--- config.mk ---
export PLATFORM = sky130hd
export DESIGN_NAME = sdrci_top
export DESIGN_NICKNAME = d
export VERILOG_FILES = /design/src/sdrci_pkg.sv /design/src/sdrci_top.sv
export SDC_FILE = /design/constraint.sdc
export NUM_CORES = 1
export LEC_CHECK = 0
export ABC_AREA = 1
export BUFFER_PORTS_ARGS = -buffer_cell sky130_fd_sc_hd__buf_4
export CORE_UTILIZATION = 55
export CTS_CLUSTER_DIAMETER = 120
export DETAILED_ROUTE_END_ITERATION = 8
export GPL_TIMING_DRIVEN = 1
export PLACE_DENSITY = 0.87
export SKIP_LAST_GASP = 1
export SYNTH_ARGS = -nofsm -noshare
export SYNTH_HDL_FRONTEND = slang
export SYNTH_SLANG_ARGS = --single-unit
export TNS_END_PERCENT = 1
--- constraint.sdc ---
create_clock -name SYS_CLK -period 6.8 [get_ports SYS_CLK]
set_clock_uncertainty 0.15 [all_clocks]
set_input_delay 0.34 -clock SYS_CLK [delete_from_list [all_inputs] [get_ports SYS_CLK]]
set_output_delay 0.34 -clock SYS_CLK [all_outputs]
set_load 0.02 [all_outputs]
--- src/sdrci_pkg.sv ---
// Shared constants, command codes and carrier types of the command interface.
// Assumes one 100 MHz clock and pins already synchronous to it.
// How it works
// - Chip select high registers no command.
// - No-operation leaves running bursts untouched.
// - Mode load takes op-code from address 11:0.
// - Activate opens row until that bank precharged.
// - Column, bank, and auto precharge bit per access.
// - Auto precharge closes row when burst runs to its end.
// - Read mask high floats lanes two clocks later.
// - Write mask high drops that lane's data.
// - Precharge closes one bank, or all banks.
// - Burst terminate truncates latest burst, any bank.
// - Refresh with enable high auto, low self.
// - Auto refresh uses internal row counter only.
// - Self refresh ignores all but clock enable.
// - Strobe encodings select the eight commands.
package sdrci_pkg;
	////////////////////////////////////////////////////////////////////////
	// Geometry
	localparam int ROW_W = 13; // Row address width
	localparam int COL_W = 10; // Column address width
	localparam int BANK_W = 2; // Bank select width
	localparam int NBANK = 4; // Quad bank
	localparam int DQ_W = 16; // Data lane width
	localparam int DQM_W = 2; // One mask per byte lane
	localparam int MODE_W = 12; // Mode op-code width
	localparam int AP_BIT = 10; // Auto precharge address bit
	localparam int BURST_LEN = 4; // Default burst length in beats

	////////////////////////////////////////////////////////////////////////
	// Reset values and timing
	localparam logic [MODE_W-1:0] MODE_RST = 12'h000;
	localparam logic [ROW_W-1:0] REF_ROW_RST = 13'h0000;
	localparam int CLK_PERIOD_NS = 10; // 100 MHz clock
	localparam int SREF_INTERVAL_NS = 7813; // Internal refresh spacing
	// Longest time, so round down
	localparam int SREF_INTERVAL_CYC = SREF_INTERVAL_NS / CLK_PERIOD_NS;

	////////////////////////////////////////////////////////////////////////
	// Command codes: strobes {row, column, write-enable}, active low
	localparam logic [2:0] CODE_ACT = 3'h3;
	localparam logic [2:0] CODE_RD = 3'h5;
	localparam logic [2:0] CODE_WR = 3'h4;
	localparam logic [2:0] CODE_PRE = 3'h2;
	localparam logic [2:0] CODE_TERM = 3'h6;
	localparam logic [2:0] CODE_REF = 3'h1;
	localparam logic [2:0] CODE_MODE = 3'h0;
	localparam logic [2:0] CODE_NOP = 3'h7;

	typedef enum {SDRCI_NORMAL, SDRCI_SELF_REF} sdrci_state_t;

	// Pins sampled each rising edge
	typedef struct packed {
		logic cs_n; // Chip select, low selects
		logic ras_n; // Row strobe
		logic cas_n; // Column strobe
		logic we_n; // Write enable
		logic cke; // Clock enable
		logic bank_select_1; // Bank select high bit
		logic bank_select_0; // Bank select low bit
		logic [ROW_W-1:0] addr; // Address lines
	} sdrci_cmd_t;

	// One accepted write beat toward the array
	typedef struct packed {
		logic [BANK_W-1:0] bank;
		logic [ROW_W-1:0] row;
		logic [COL_W-1:0] col;
		logic [DQM_W-1:0] mask; // High lane is not written
		logic [DQ_W-1:0] data;
	} sdrci_wbeat_t;

	// Read beat address toward the array
	typedef struct packed {
		logic [BANK_W-1:0] bank;
		logic [ROW_W-1:0] row;
		logic [COL_W-1:0] col;
	} sdrci_raddr_t;
endpackage

--- src/sdrci_top.sv ---
// Command decoder, bank tracker, burst engine and data lanes of the device.
// Assumes a synchronous array behind WB_* and RD_ADDR/RD_DATA (one cycle read).
`timescale 1ns/100ps
module sdrci_top #(
	parameter int SREF_CYC = sdrci_pkg::SREF_INTERVAL_CYC,
	parameter int BURST = sdrci_pkg::BURST_LEN
) (
	input wire logic SYS_CLK,
	input wire logic SRST,
	input wire sdrci_pkg::sdrci_cmd_t CMD,
	input wire logic [sdrci_pkg::DQ_W-1:0] DQ_IN,
	input wire logic [sdrci_pkg::DQM_W-1:0] DQM,
	output logic [sdrci_pkg::DQ_W-1:0] DQ_OUT,
	output logic [sdrci_pkg::DQM_W-1:0] DQ_OE,
	output sdrci_pkg::sdrci_raddr_t RD_ADDR,
	output logic RD_VALID,
	input wire logic [sdrci_pkg::DQ_W-1:0] RD_DATA,
	output sdrci_pkg::sdrci_wbeat_t WB_WORD,
	output logic WB_VALID,
	input wire logic WB_READY,
	output logic [sdrci_pkg::NBANK-1:0] BANK_OPEN,
	output logic [sdrci_pkg::MODE_W-1:0] MODE_WORD,
	output logic [sdrci_pkg::ROW_W-1:0] REF_ROW,
	output logic REF_PULSE,
	output logic SELF_REF,
	output logic BURST_ACT,
	output logic OVERFLOW
);
	import sdrci_pkg::*;

	////////////////////////////////////////////////////////////////////////
	// Decode
	sdrci_state_t state_r; // Normal or self refresh
	wire in_self = (state_r == SDRCI_SELF_REF);
	wire [2:0] code = {CMD.ras_n, CMD.cas_n, CMD.we_n};
	// Deselect and self refresh both block every command
	wire sel = ~CMD.cs_n & CMD.cke & ~in_self;
	wire is_act = sel & (code == CODE_ACT);
	wire is_rd = sel & (code == CODE_RD);
	wire is_wr = sel & (code == CODE_WR);
	wire is_pre = sel & (code == CODE_PRE);
	wire is_term = sel & (code == CODE_TERM);
	wire is_mode = sel & (code == CODE_MODE);
	wire is_aref = sel & (code == CODE_REF);
	// Self refresh entry is the refresh code with enable low
	wire is_sref = ~CMD.cs_n & ~CMD.cke & ~in_self & (code == CODE_REF);
	wire [BANK_W-1:0] cmd_bank = {CMD.bank_select_1, CMD.bank_select_0};
	wire ap_bit = CMD.addr[AP_BIT]; // auto_precharge_bit

	////////////////////////////////////////////////////////////////////////
	// Burst engine state
	logic burst_r; // Burst running
	logic burst_wr_r; // Running burst is a write
	logic burst_ap_r; // Running burst closes its row
	logic [BANK_W-1:0] burst_bank_r;
	logic [COL_W-1:0] col_r; // Column of the next beat
	logic [7:0] left_r; // Beats still to come
	logic [ROW_W-1:0] open_row_r [NBANK]; // Row open per bank

	wire new_burst = is_rd | is_wr;
	// A new access or a terminate ends the running burst at once
	wire cont = burst_r & ~new_burst & ~is_term;
	wire beat = new_burst | cont;
	wire beat_wr = new_burst ? is_wr : burst_wr_r;
	wire [BANK_W-1:0] beat_bank = new_burst ? cmd_bank : burst_bank_r;
	wire [COL_W-1:0] beat_col = new_burst ? CMD.addr[COL_W-1:0] : col_r;
	wire [7:0] burst_m1 = 8'(BURST - 1);
	wire last_cont = cont & (left_r == 8'h01);
	wire single = new_burst & (burst_m1 == 8'h00);
	// Auto precharge of the burst that finishes normally this cycle
	wire ap_close = (last_cont & burst_ap_r) | (single & ap_bit);
	wire [BANK_W-1:0] ap_bank = new_burst ? cmd_bank : burst_bank_r;

	// Burst engine
	always_ff @(posedge SYS_CLK) begin
		if (SRST) begin
			burst_r <= 1'b0;
			burst_wr_r <= 1'b0;
			burst_ap_r <= 1'b0;
			burst_bank_r <= '0;
			col_r <= '0;
			left_r <= 8'h00;
		end else if (new_burst) begin
			burst_r <= (burst_m1 != 8'h00);
			burst_wr_r <= is_wr;
			burst_ap_r <= ap_bit;
			burst_bank_r <= cmd_bank;
			col_r <= COL_W'(CMD.addr[COL_W-1:0] + 1'b1);
			left_r <= burst_m1;
		end else if (cont) begin
			burst_r <= ~last_cont;
			col_r <= COL_W'(col_r + 1'b1);
			left_r <= 8'(left_r - 1'b1);
		end else begin
			// Terminate, or nothing running
			burst_r <= 1'b0;
		end
	end

	////////////////////////////////////////////////////////////////////////
	// Per-bank open flag and row
	logic [NBANK-1:0] open_r;
	genvar gb;
	generate
		for (gb = 0; gb < NBANK; gb++) begin : g_bank
			wire hit = (cmd_bank == BANK_W'(gb));
			wire pre_me = is_pre & (ap_bit | hit);
			wire ap_me = ap_close & (ap_bank == BANK_W'(gb));
			// Row stays open until closed here
			always_ff @(posedge SYS_CLK) begin
				if (SRST) begin
					open_r[gb] <= 1'b0;
					open_row_r[gb] <= '0;
				end else if (is_act & hit) begin
					open_r[gb] <= 1'b1;
					open_row_r[gb] <= CMD.addr;
				end else if (pre_me | ap_me) begin
					open_r[gb] <= 1'b0;
				end
			end
		end
	endgenerate

	////////////////////////////////////////////////////////////////////////
	// Mode register, refresh counter, self refresh
	logic [MODE_W-1:0] mode_r;
	logic [ROW_W-1:0] ref_row_r;
	logic ref_pulse_r;
	logic [15:0] sref_cnt_r; // Internal refresh timer
	wire sref_tick = in_self & (sref_cnt_r == 16'(SREF_CYC - 1));
	wire ref_step = is_aref | sref_tick;

	// Mode load and refresh bookkeeping
	always_ff @(posedge SYS_CLK) begin
		if (SRST) begin
			mode_r <= MODE_RST;
			ref_row_r <= REF_ROW_RST;
			ref_pulse_r <= 1'b0;
		end else begin
			if (is_mode) begin
				mode_r <= CMD.addr[MODE_W-1:0];
			end
			if (ref_step) begin
				ref_row_r <= ROW_W'(ref_row_r + 1'b1);
			end
			ref_pulse_r <= ref_step;
		end
	end

	// Self refresh entry and exit; exit on enable high
	always_ff @(posedge SYS_CLK) begin
		if (SRST) begin
			state_r <= SDRCI_NORMAL;
			sref_cnt_r <= 16'h0000;
		end else begin
			case (state_r)
				SDRCI_NORMAL: begin
					sref_cnt_r <= 16'h0000;
					if (is_sref) begin
						state_r <= SDRCI_SELF_REF;
					end
				end
				SDRCI_SELF_REF: begin
					sref_cnt_r <= sref_tick ? 16'h0000 : 16'(sref_cnt_r + 1'b1);
					if (CMD.cke) begin
						state_r <= SDRCI_NORMAL;
					end
				end
				default: state_r <= SDRCI_NORMAL;
			endcase
		end
	end

	////////////////////////////////////////////////////////////////////////
	// Read lanes: mask sampled now governs the lanes two edges on
	logic rd_p1_r;
	logic [DQM_W-1:0] dqm_p1_r;
	logic rd_valid_r;
	sdrci_raddr_t raddr_r;
	logic [DQ_W-1:0] dq_out_r;
	logic [DQM_W-1:0] dq_oe_r;

	// Read address, mask pipe, lane enables
	always_ff @(posedge SYS_CLK) begin
		if (SRST) begin
			rd_p1_r <= 1'b0;
			dqm_p1_r <= '0;
			rd_valid_r <= 1'b0;
			raddr_r <= '0;
			dq_out_r <= '0;
			dq_oe_r <= '0;
		end else begin
			rd_valid_r <= beat & ~beat_wr;
			raddr_r <= '{bank: beat_bank, row: open_row_r[beat_bank], col: beat_col};
			rd_p1_r <= rd_valid_r;
			dqm_p1_r <= DQM;
			dq_out_r <= RD_DATA;
			// Gate with the beat whose data enters dq_out_r at this same edge
			dq_oe_r <= rd_p1_r ? ~dqm_p1_r : '0;
		end
	end

	////////////////////////////////////////////////////////////////////////
	// Two-entry write buffer; data taken in the command cycle
	sdrci_wbeat_t buf_r [2];
	logic [1:0] cnt_r; // Entries held
	logic rp_r; // Read slot
	logic wp_r; // Write slot
	logic ovf_r;
	// A beat with every lane masked writes nothing and is not queued
	wire push_req = beat & beat_wr & ~(&DQM);
	wire full = (cnt_r == 2'd2);
	wire push = push_req & ~full;
	wire pop = WB_VALID & WB_READY;
	sdrci_wbeat_t wb_in;
	assign wb_in = '{bank: beat_bank, row: open_row_r[beat_bank], col: beat_col,
		mask: DQM, data: DQ_IN};

	// Buffer storage and pointers
	always_ff @(posedge SYS_CLK) begin
		if (SRST) begin
			cnt_r <= 2'd0;
			rp_r <= 1'b0;
			wp_r <= 1'b0;
			ovf_r <= 1'b0;
		end else begin
			if (push) begin
				buf_r[wp_r] <= wb_in;
				wp_r <= ~wp_r;
			end
			if (pop) begin
				rp_r <= ~rp_r;
			end
			cnt_r <= 2'(cnt_r + {1'b0, push} - {1'b0, pop});
			// Sticky: a beat refused by a full buffer is lost
			ovf_r <= ovf_r | (push_req & full);
		end
	end

	////////////////////////////////////////////////////////////////////////
	// Output registers
	logic wb_valid_r;
	sdrci_wbeat_t wb_word_r;
	// Head of buffer, re-registered; next head chosen ahead of pop
	wire [1:0] cnt_nxt = 2'(cnt_r + {1'b0, push} - {1'b0, pop});
	wire rp_nxt = pop ? ~rp_r : rp_r;
	wire head_from_in = (cnt_r == 2'd0) | ((cnt_r == 2'd1) & pop);
	always_ff @(posedge SYS_CLK) begin
		if (SRST) begin
			wb_valid_r <= 1'b0;
			wb_word_r <= '0;
		end else begin
			wb_valid_r <= (cnt_nxt != 2'd0);
			wb_word_r <= head_from_in ? wb_in : buf_r[rp_nxt];
		end
	end

	assign WB_VALID = wb_valid_r;
	assign WB_WORD = wb_word_r;
	assign DQ_OUT = dq_out_r;
	assign DQ_OE = dq_oe_r;
	assign RD_ADDR = raddr_r;
	assign RD_VALID = rd_valid_r;
	assign BANK_OPEN = open_r;
	assign MODE_WORD = mode_r;
	assign REF_ROW = ref_row_r;
	assign REF_PULSE = ref_pulse_r;
	assign SELF_REF = in_self;
	assign BURST_ACT = burst_r;
	assign OVERFLOW = ovf_r;

	////////////////////////////////////////////////////////////////////////
	// Checks
	a_deselect_no_act: assert property (@(posedge SYS_CLK) disable iff (SRST)
		CMD.cs_n && !ap_close |=> $stable(open_r))
		else $error("bank state changed while deselected");
	a_nop_keeps_burst: assert property (@(posedge SYS_CLK) disable iff (SRST)
		burst_r && left_r > 8'h01 && (CMD.cs_n || code == CODE_NOP) |=> burst_r)
		else $error("burst stopped by idle cycle");
	a_mode_load_word: assert property (@(posedge SYS_CLK) disable iff (SRST)
		is_mode |=> MODE_WORD == $past(CMD.addr[MODE_W-1:0]))
		else $error("mode word not loaded");
	a_act_opens_bank: assert property (@(posedge SYS_CLK) disable iff (SRST)
		is_act |=> BANK_OPEN[$past(cmd_bank)])
		else $error("activate did not open bank");
	a_pre_all_close: assert property (@(posedge SYS_CLK) disable iff (SRST)
		is_pre && ap_bit |=> BANK_OPEN == '0)
		else $error("precharge all left a bank open");
	a_term_stops_burst: assert property (@(posedge SYS_CLK) disable iff (SRST)
		is_term |=> !burst_r ##1 (!rd_valid_r || $past(new_burst)))
		else $error("terminate did not stop burst");
	a_read_mask_float: assert property (@(posedge SYS_CLK) disable iff (SRST)
		DQM[0] && !SRST ##1 !SRST |=> !DQ_OE[0])
		else $error("masked read lane driven");
	a_sref_enter: assert property (@(posedge SYS_CLK) disable iff (SRST)
		is_sref |=> SELF_REF)
		else $error("self refresh not entered");
	a_sref_ignores: assert property (@(posedge SYS_CLK) disable iff (SRST)
		in_self |=> $stable(MODE_WORD) && $stable(BANK_OPEN))
		else $error("command taken in self refresh");
	a_ap_closes: assert property (@(posedge SYS_CLK) disable iff (SRST)
		ap_close && !is_act |=> !BANK_OPEN[$past(ap_bank)])
		else $error("auto precharge left row open");
	a_wmask_skip: assert property (@(posedge SYS_CLK) disable iff (SRST)
		beat && beat_wr && (&DQM) && !pop |=> cnt_r == $past(cnt_r))
		else $error("fully masked write queued");
	a_aref_counts: assert property (@(posedge SYS_CLK) disable iff (SRST)
		is_aref |=> REF_ROW == ROW_W'($past(REF_ROW) + 1'b1) && REF_PULSE)
		else $error("refresh row not advanced");
endmodule

Word level (Yosys, flattened, before mapping) --
Memories as Yosys holds them, arrays and structs flattened. Cells that the tools add are included.
Word-level totals: bits in writable memories 138, output and inout port bits 121, memories kept 2, input bits 57, logic and storage cells 189, flip-flop bits (word level) 195
Cells by class: bitwise gates (word level) 66, reductions and logical operators 16, mux-type cells 45, add/sub/neg operators 7, equality and inequality tests 20
Memory list:
- buf_r | depth 2, width 43, read ports 1, clocked after memory_dff 0, write ports 1, line sdrci_top.sv:205 | sdrci_wbeat_t buf_r [2];
- open_row_r | depth 4, width 13, read ports 1, clocked after memory_dff 0, write ports 4, line sdrci_top.sv:58 | logic [ROW_W-1:0] open_row_r [NBANK];
Operator list (number):
- $mux 32 | 2
- $pmux 32 s2 | 1
- $mux 13 | 4
- $mux 43 | 1
- $and 1x1->1 | 36
- $eq 32x1->1 const B | 1
- $eq 32x2->1 const B | 1
- $logic_not 32->1 | 1
- $pmux 16 s2 | 1
- $mux 10 | 3
- $mux 1 | 29
- $add 10x1->10 const B | 2
- $or 1x1->1 | 17
- $add 16x1->16 const B | 1
- $eq 16x10->1 const B | 1
- $mux 16 | 1
- $reduce_bool 2->1 | 7
- $add 13x1->13 const B | 1
- $not 1->1 | 12
- $eq 2x2->1 const B | 5
- $eq 3x3->1 const B | 3
- $eq 8x1->1 const B | 1
- $sub 8x1->8 const B | 1
- $eq 2x1->1 const B | 3
- 11 further kinds | 19

Depth between registers and ports, before layout --
Gate-level depths: netlist of run 1.
word-level depth 15, mapped depth 15, mapped depth without buffers 14

Worst setup path before layout of run 1 --
Ideal clock, no wire load.
path type reg2reg, from register state_r[0], to memory buf_r[1][0] (netlist bit) (enable), stages on the path, launching flop included 10, required time 6.153 ns, setup time 0.497 ns, arrival time 4.482 ns, setup slack 1.672 ns, period minus slack after synthesis 5.128 ns, buffers on the path 1, cell sequence dfxtp_1 nor2_1 nand3_1 buf_2 inv_1 nand2_1 o21ai_0 nor2_1 nand3_1 nor3_1
On the way: word-level cells in the longest chain between the ends 15, elaborated cells on any way between the ends 19, classes of those cells eq/ne: 1; mux: 4; bitwise: 14
RTL lines:
- from (decl) | line sdrci_top.sv:33 | sdrci_state_t state_r;
- from (signal assigned) | line sdrci_top.sv:153 | state_r <= SDRCI_NORMAL;
- from (signal assigned) | line sdrci_top.sv:160 | state_r <= SDRCI_SELF_REF;
- from (signal assigned) | line sdrci_top.sv:166 | state_r <= SDRCI_NORMAL;
- $eq 32x2->1 * | line sdrci_top.sv:34 | wire in_self = (state_r == SDRCI_SELF_REF);
- $not 1->1 * | line sdrci_top.sv:37 | wire sel = ~CMD.cs_n & CMD.cke & ~in_self;
- $and 1x1->1 * | line sdrci_top.sv:37
- $and 1x1->1, on equally long branches | line sdrci_top.sv:39, sdrci_top.sv:40
- $or 1x1->1 | line sdrci_top.sv:60 | wire new_burst = is_rd | is_wr;
- $not 1->1 | line sdrci_top.sv:62 | wire cont = burst_r & ~new_burst & ~is_term;
- $and 1x1->1 (2 in a row) | line sdrci_top.sv:62
- $or 1x1->1 | line sdrci_top.sv:63 | wire beat = new_burst | cont;
- $and 1x1->1 * (2 in a row) | line sdrci_top.sv:211 | wire push_req = beat & beat_wr & ~(&DQM);
- $and 1x1->1 * | line sdrci_top.sv:213 | wire push = push_req & ~full;
- $mux 1 * | line sdrci_top.sv:227 | if (push) begin
- $mux 1 * | line sdrci_top.sv:221 | if (SRST) begin
- $mux 1 (implied by the code) * | line sdrci_top.sv:228 | buf_r[wp_r] <= wb_in;
- to (decl) | line sdrci_top.sv:205
Every way passes the cells marked *; elsewhere a longest branch is shown, timed or not.

Worst setup path in the final report of run 1 --
from register state_r[0], to memory buf_r[0][34] (netlist bit) (enable)
Same word-level chain as after synthesis.

==> results of run 1 <==
==> layout make-up <==
class                           count  area (um2)  share of cell area [%]
Clock buffer                       38         779                    5.31
Clock inverter                     14         159                    1.08
Inverter                          159         597                    4.07
Timing Repair Buffer              224        1770                    12.1
Sequential cell                   302        7430                    50.6
Multi-Input combinational cell    763        3590                    24.5
Tap cell                          275         344                    2.34
==> cells by family after synthesis <==
kind of cell / after synthesis
compound gates: 190
xor+xnor: 14
fa+ha+maj: 8
buf+inv: 209
flops: 302
simple gates: 551
==> path summary, 6_finish.rpt <==
| kind | depth (start not counted) | endpoint | slack [ps] |
|---|---|---|---|
| setup / recovery | 11 | buf_r[0][34] | 3680 |
| hold / removal | 3 | MODE_WORD[5] | 20 |
| setup reg to reg | 11 | buf_r[0][34] | 3680 |
| hold reg to reg | 1 | DQ_OE[0] | 240 |
==> report_power, final <==
part,leakage [uW],internal [uW],switching (uW)
Sequential,0.00261,2020,47.5
Combinational,0.00322,270,513
Clock,0.000445,920,662
Total,0.00627,3210,1220
==> what timing repair did <==
action | 4_1_cts | 5_1_grt
gates resized for setup | 0 | 0
hold buffers | 37 | 0
hold endpoints to repair | 66 | 0
==> cells in the mapped netlist, types with 8 or more instances <==
cell        n
xor2_1     12
a21oi_2    11
nor2_1    164
nand2_1   267
a31oi_1    17
a221oi_1    9
ha_1        8
nor3_1     17
nand3_1    71
inv_1     155
nand4_1    12
dfxtp_1   164
a21oi_1    77
clkbuf_1   34
buf_1       8
edfxtp_1  138
o21ai_0    68
==> through the flow <==
step                      cells  util, %  total power [uW]  setup slack (ps)
after CTS                  1775     69.8              4450              3690
after global routing       1775     69.8              4610              3390
final                      1775     69.8              4430              3680
after detailed placement   1686     63.6              2860              3650
after global placement     1686     63.6              2830              3800
after floorplan            1274        -              2560              1670
==> worst reg2reg max path: cells and delay by family (launching register included) <==
family                 cells  cell delay, ps
AND/OR/NAND/NOR            4             730
buffers and inverters      6            1340
AO/OA/AOI/OAI              1             130
flip-flops                 1             360
==> layer usage <==
metal  routed length [um]  vias up
li1                     -     4583
met1                12000     4412
met2                13900      477
met3                 2610       57
met4                  584        0
met5                    0        -
==> sequential cells by signal, indices dropped and copies added, names as in the netlist, 12 cells and up <==
name,flops
open_row_r,52
DQ_OUT,16
buf_r,86
MODE_WORD,12
WB_WORD,43
RD_ADDR,25
REF_ROW,13
sref_cnt_r,16
==> out/summary.txt, run 1 <==
Slew HR: 46.2%
MaxCap Viol Count: 0
clk buf depth: 3
post-synthesis mux area share: 0%
Hold Slack: 20.2 ps
design area: 14700 um2
R2R Path Start: state_r[0]
Global Route Usage Sum: 25.9%
critical path, cell by cell: nor2_1 > nand3_1 > buf_4 > inv_1 > a21oi_2 > inv_2 > nand3_1 > inv_1 > nand3_1 > inv_1 > buf_4
Core Region: 21000 um2
met2 usage: 43.5%
initial antenna violation count: 0
Final setup viols: 0
f_max: 321 MHz
simple-gate share of the synthesized area: 19.3%
1st-iter DRT viols: 914
ys async rst share: 0%
Fin. Hold Viols: 0
Mapped Nets: 1339
global-route wire length before repair: 45200 um
DRT antenna net count: 0
worst min-delay path startpoint: CMD[5]
Die Y: 149 um
Num CTS Buffers: 29
HPWL after detailed placement: 19000 um
CTS root buffer: clkbuf_16
post-synthesis cell area: 11800 um2
WP data arrival: 3140 ps
Vias per Instance: 5.37
yosys warns: 0
Starting Density: 56.2%
die area: 22100 um2
H-tree depth: 1
Buffers & Inverters on Critical Path: 6
vias: 9529
#FFs+latches synth: 302
row count: 53
final worst-path cycle share: 45.9%
Synth cell types: 37
chip width: 149 um
XOR/XNOR share of the synthesized area: 1.04%
Req. time, crit path: 6820 ps
Syn Area/Cell: 9.27 um2
GRT overflow: 0
Clock Latency Late Sink: 540 ps
Reg clk slew, reported paths: 60 ps
Worst Tran Pin Value: 799 ps
Critical Path Start: state_r[0]
status: finished, final reports clean
top post-synthesis cells by area: edfxtp_1, dfxtp_1, nand2_1
CTS tree: built
element type at the critical path start: register
Synth top area share: 35.1%
Post-DP Area: 13400 um2
Setup Buffers After CTS: 0
Pwr Density: 302 nW/um2
P&R area growth vs syn: 24.2%
main combinational cell family by area after synthesis: simple AND/OR/NAND/NOR gates
WL final: 29000 um
# clock sinks: 302
vias in the first global route: 9174
Hold Path Class: in -> reg
wire per inst: 16.4 um
Fill cells: 1503
commonest non-fill, non-tap cell in the layout: nand2_1
number of remaining DRC errors: 0
Post-synth EDFFs: 138
setup_tns: 0 ps
Worst path max stage delay: 480 ps
Synth Area in Compound Gates: 9.12%
final layout net count: 1544
share of layout cells above drive strength 1: 17.1%
largest net degree at the start of global routing: 56
first drt pass iteration count: 6
Worst Setup End Kind: register
commonest non-fill, non-tap cells in the layout: nand2_1, buf_4, dfxtp_1, nor2_1, inv_1
Top-Level Pins: 178
delay-heaviest family, CP: buffers and inverters
met3 GRT Util: 4.82%
setup repair after global routing missed its margin: false
max-slew violation count: 0
Synth Flop Type: dfxtp_1
Synth Instances: 1274
PortBufs: 177
cell taking the most area after synthesis: edfxtp_1
RePlAce Congestion: 0.893
critical path fanouts, max: 43
Seq/Total Area, Yosys: 62.9%
leak pwr: 0.00627 uW
synthesized-area fraction occupied by adder cells: 0.847%
antenna diode count: 0
GR met1 Demand/Resource: 34.0%
Max VDD drop: 0.210 mV
Slowest-stage cell, CP: buf_4
critical path class: reg -> reg
Tmin final: 3120 ps
busiest grt layer: met2
No activity file was read; power rests on OpenSTA's default activity.
==> run 2: changes to the inputs <==
--- a/config.mk
+++ b/config.mk
@@ -7,11 +7,11 @@
 export LEC_CHECK = 0
 export ABC_AREA = 1
 export BUFFER_PORTS_ARGS = -buffer_cell sky130_fd_sc_hd__buf_4
-export CORE_UTILIZATION = 55
+export CORE_UTILIZATION = 51
 export CTS_CLUSTER_DIAMETER = 120
 export DETAILED_ROUTE_END_ITERATION = 8
 export GPL_TIMING_DRIVEN = 1
-export PLACE_DENSITY = 0.87
+export PLACE_DENSITY = 0.86
 export SKIP_LAST_GASP = 1
 export SYNTH_ARGS = -nofsm -noshare
 export SYNTH_HDL_FRONTEND = slang
==> constraint.sdc (replaced) <==
create_clock -name SYS_CLK -period 2.6 [get_ports SYS_CLK]
set_clock_uncertainty 0.15 [all_clocks]
set_input_delay 0.13 -clock SYS_CLK [delete_from_list [all_inputs] [get_ports SYS_CLK]]
set_output_delay 0.13 -clock SYS_CLK [all_outputs]
set_load 0.02 [all_outputs]
==> out/summary.txt, run 2 (synthesis gave the netlist of run 1 again) <==
leak pwr: 0.00667 uW (+6.3%)
Req. time, crit path: 2920 ps (-3900 ps)
row count: 55 (+3.8%)
Num CTS Buffers: 30 (+3.4%)
Max VDD drop: 0.483 mV (+130%)
RePlAce Congestion: 0.843 (-5.6%)
P_int: 8860 uW (+180%)
chip width: 154 um (+3.8%)
setup repair after global routing missed its margin: false
Core Region: 22700 um2 (+8.0%)
MaxCap Viol Count: 0 (unchanged)
Pwr Density: 785 nW/um2 (+160%)
PortBufs: 177 (unchanged)
Slew HR: 49.0% (+2.9 points)
Final Power: 12200 uW (+170%)
critical path class: reg -> reg
Switching Share: 27.2% (-0.44 points)
final layout net count: 1605 (+4.0%)
Top-Level Pins: 178 (unchanged)
Setup Buffers After CTS: 0 (unchanged)
f_max: 428 MHz (+33%)
vias in the first global route: 9778 (+6.6%)
element type at the critical path start: register
Seq pwr share: 44.4% (-2.2 points)
clk buf depth: 3 (unchanged)
GRT overflow: 0 (unchanged)
critical path fanouts, max: 9 (-79%)
Post-DP Area: 13600 um2 (+1.9%)
Worst Setup End Kind: register
Fin. Hold Viols: 1 (+1)
Starting Density: 52.0% (-4.2 points)
commonest non-fill, non-tap cell in the layout: nand2_1
Final setup viols: 0 (unchanged)
Hold Slack: -28.8 ps (-49.0 ps)
number of remaining DRC errors: 0 (unchanged)
Worst Tran Pin Value: 763 ps (-35.6 ps)
P_sw: 3310 uW (+170%)
Reg clk slew, reported paths: 70 ps (about the same)
max-slew violation count: 0 (unchanged)
max reg flops: 86 (unchanged)
HPWL after detailed placement: 19600 um (+3.2%)
first drt pass iteration count: 6 (unchanged)
final worst-path cycle share: 89.9% (+44 points)
DRT antenna net count: 0 (unchanged)
antenna diode count: 0 (unchanged)
share of layout cells above drive strength 1: 18.4% (+1.3 points)
status: finished with violations
Reg with most FFs: buf_r
WL final: 31200 um (+7.4%)
1st-iter DRT viols: 1014 (+11%)
Comb pwr share: 17.8% (about the same)
WP data arrival: 2660 ps (-480 ps)
initial antenna violation count: 0 (unchanged)
H-tree depth: 1 (unchanged)
vias: 9937 (+4.3%)
Clock Latency Late Sink: 550 ps (about the same)
CTS root buffer: clkbuf_16
die area: 23800 um2 (+7.7%)
design area: 15500 um2 (+5.6%)
Global Route Usage Sum: 26.2% (+0.28 points)
largest net degree at the start of global routing: 82 (+46%)
P&R area growth vs syn: 31.1%
Tmin final: 2340 ps (-781 ps)
global-route wire length before repair: 49000 um (+8.4%)
commonest non-fill, non-tap cells in the layout: nand2_1, buf_4, dfxtp_1
failing checks: hold timing
Die Y: 154 um (+3.8%)
# clock sinks: 302 (unchanged)
power share of the clock group: 37.8% (+2.1 points)
Layout Utilization: 68.2% (-1.6 points)
Hold Path Class: in -> reg
Vias per Instance: 5.37 (+0.11%)
CTS tree: built
wire per inst: 16.9 um (+3.1%)
-- run 2: cell count changes in the layout (fill, tap and decap cells not counted), moves of 2 or more --
cell | previous run | this run
buf_12 | 0 | 3
buf_4 | 187 | 201
clkbuf_16 | 29 | 33
clkbuf_8 | 2 | 4
clkinv_1 | 5 | 2
clkinv_2 | 1 | 4
clkinv_4 | 3 | 0
clkinvlp_4 | 3 | 1
dlygate4sd3_1 | 37 | 80
nand3_1 | 71 | 69
nand3_4 | 0 | 2
nor2_1 | 164 | 162
nor2_4 | 1 | 3
-- run 2: metrics by stage --
stage	TNS (ps)	instances	setup WS, ps
2_1_floorplan	-11210	1274	-197
6_report	0	1849	263
5_1_grt	0	1849	53.3
4_1_cts	0	1849	228
3_3_place_gp	0	1713	353
3_5_place_dp	0	1713	241
-- run 2: area by class of cell --
class | instances | area [um2]
tap | 285 | 357
timing repair buffer | 284 | 2370
inverter | 159 | 604
fill | 1590 | 7220
clock inverter | 11 | 160
multi-input combinational | 763 | 3660
sequential | 302 | 7430
clock buffer | 45 | 911
-- run 2: final timing paths --
check | startpoint | to | slack [ps] | cells past startpoint
worst min-delay path | CMD[19] | burst_ap_r | -30 | 5
worst min register to register | dqm_p1_r[0] | DQ_OE[0] | 240 | 1
worst max-delay path | state_r[0] | WB_VALID | 260 | 11
worst max register to register | state_r[0] | WB_VALID | 260 | 11
-- run 2: metal layers --
layer	routed length (um)	GRT usage (%)	vias to the layer above
met5	0	0	-
met2	14700	44.1	508
met3	2880	4.96	96
met1	12300	32.8	4618
li1	-	-	4715
met4	1320	12.1	0
-- run 2: repair_timing --
item,4_1_cts,5_1_grt
hold buffers,80,0
resized for setup,0,1
endpoints found under the hold margin,187,0
endpoints found under the setup margin,0,1
-- run 2: power groups by stage --
stage	clock network (uW)	logic, uW	registers [uW]
4_1_cts	4630	2130	5400
6_report	4600	2160	5410
2_1_floorplan	0	965	5740
5_1_grt	4830	2350	5430
3_3_place_gp	0	1960	5500
3_5_place_dp	0	2020	5510
-- run 2: critical path, stage by stage (launching register included) --
cell and delay [ps]:
dfxtp_4 370, nor2_1 170, nand4_1 270, a21oi_4 370, inv_2 90, nand3_4 100
ha_1 240, inv_1 50, ha_1 140, xnor2_1 120, inv_1 70, a21oi_1 110
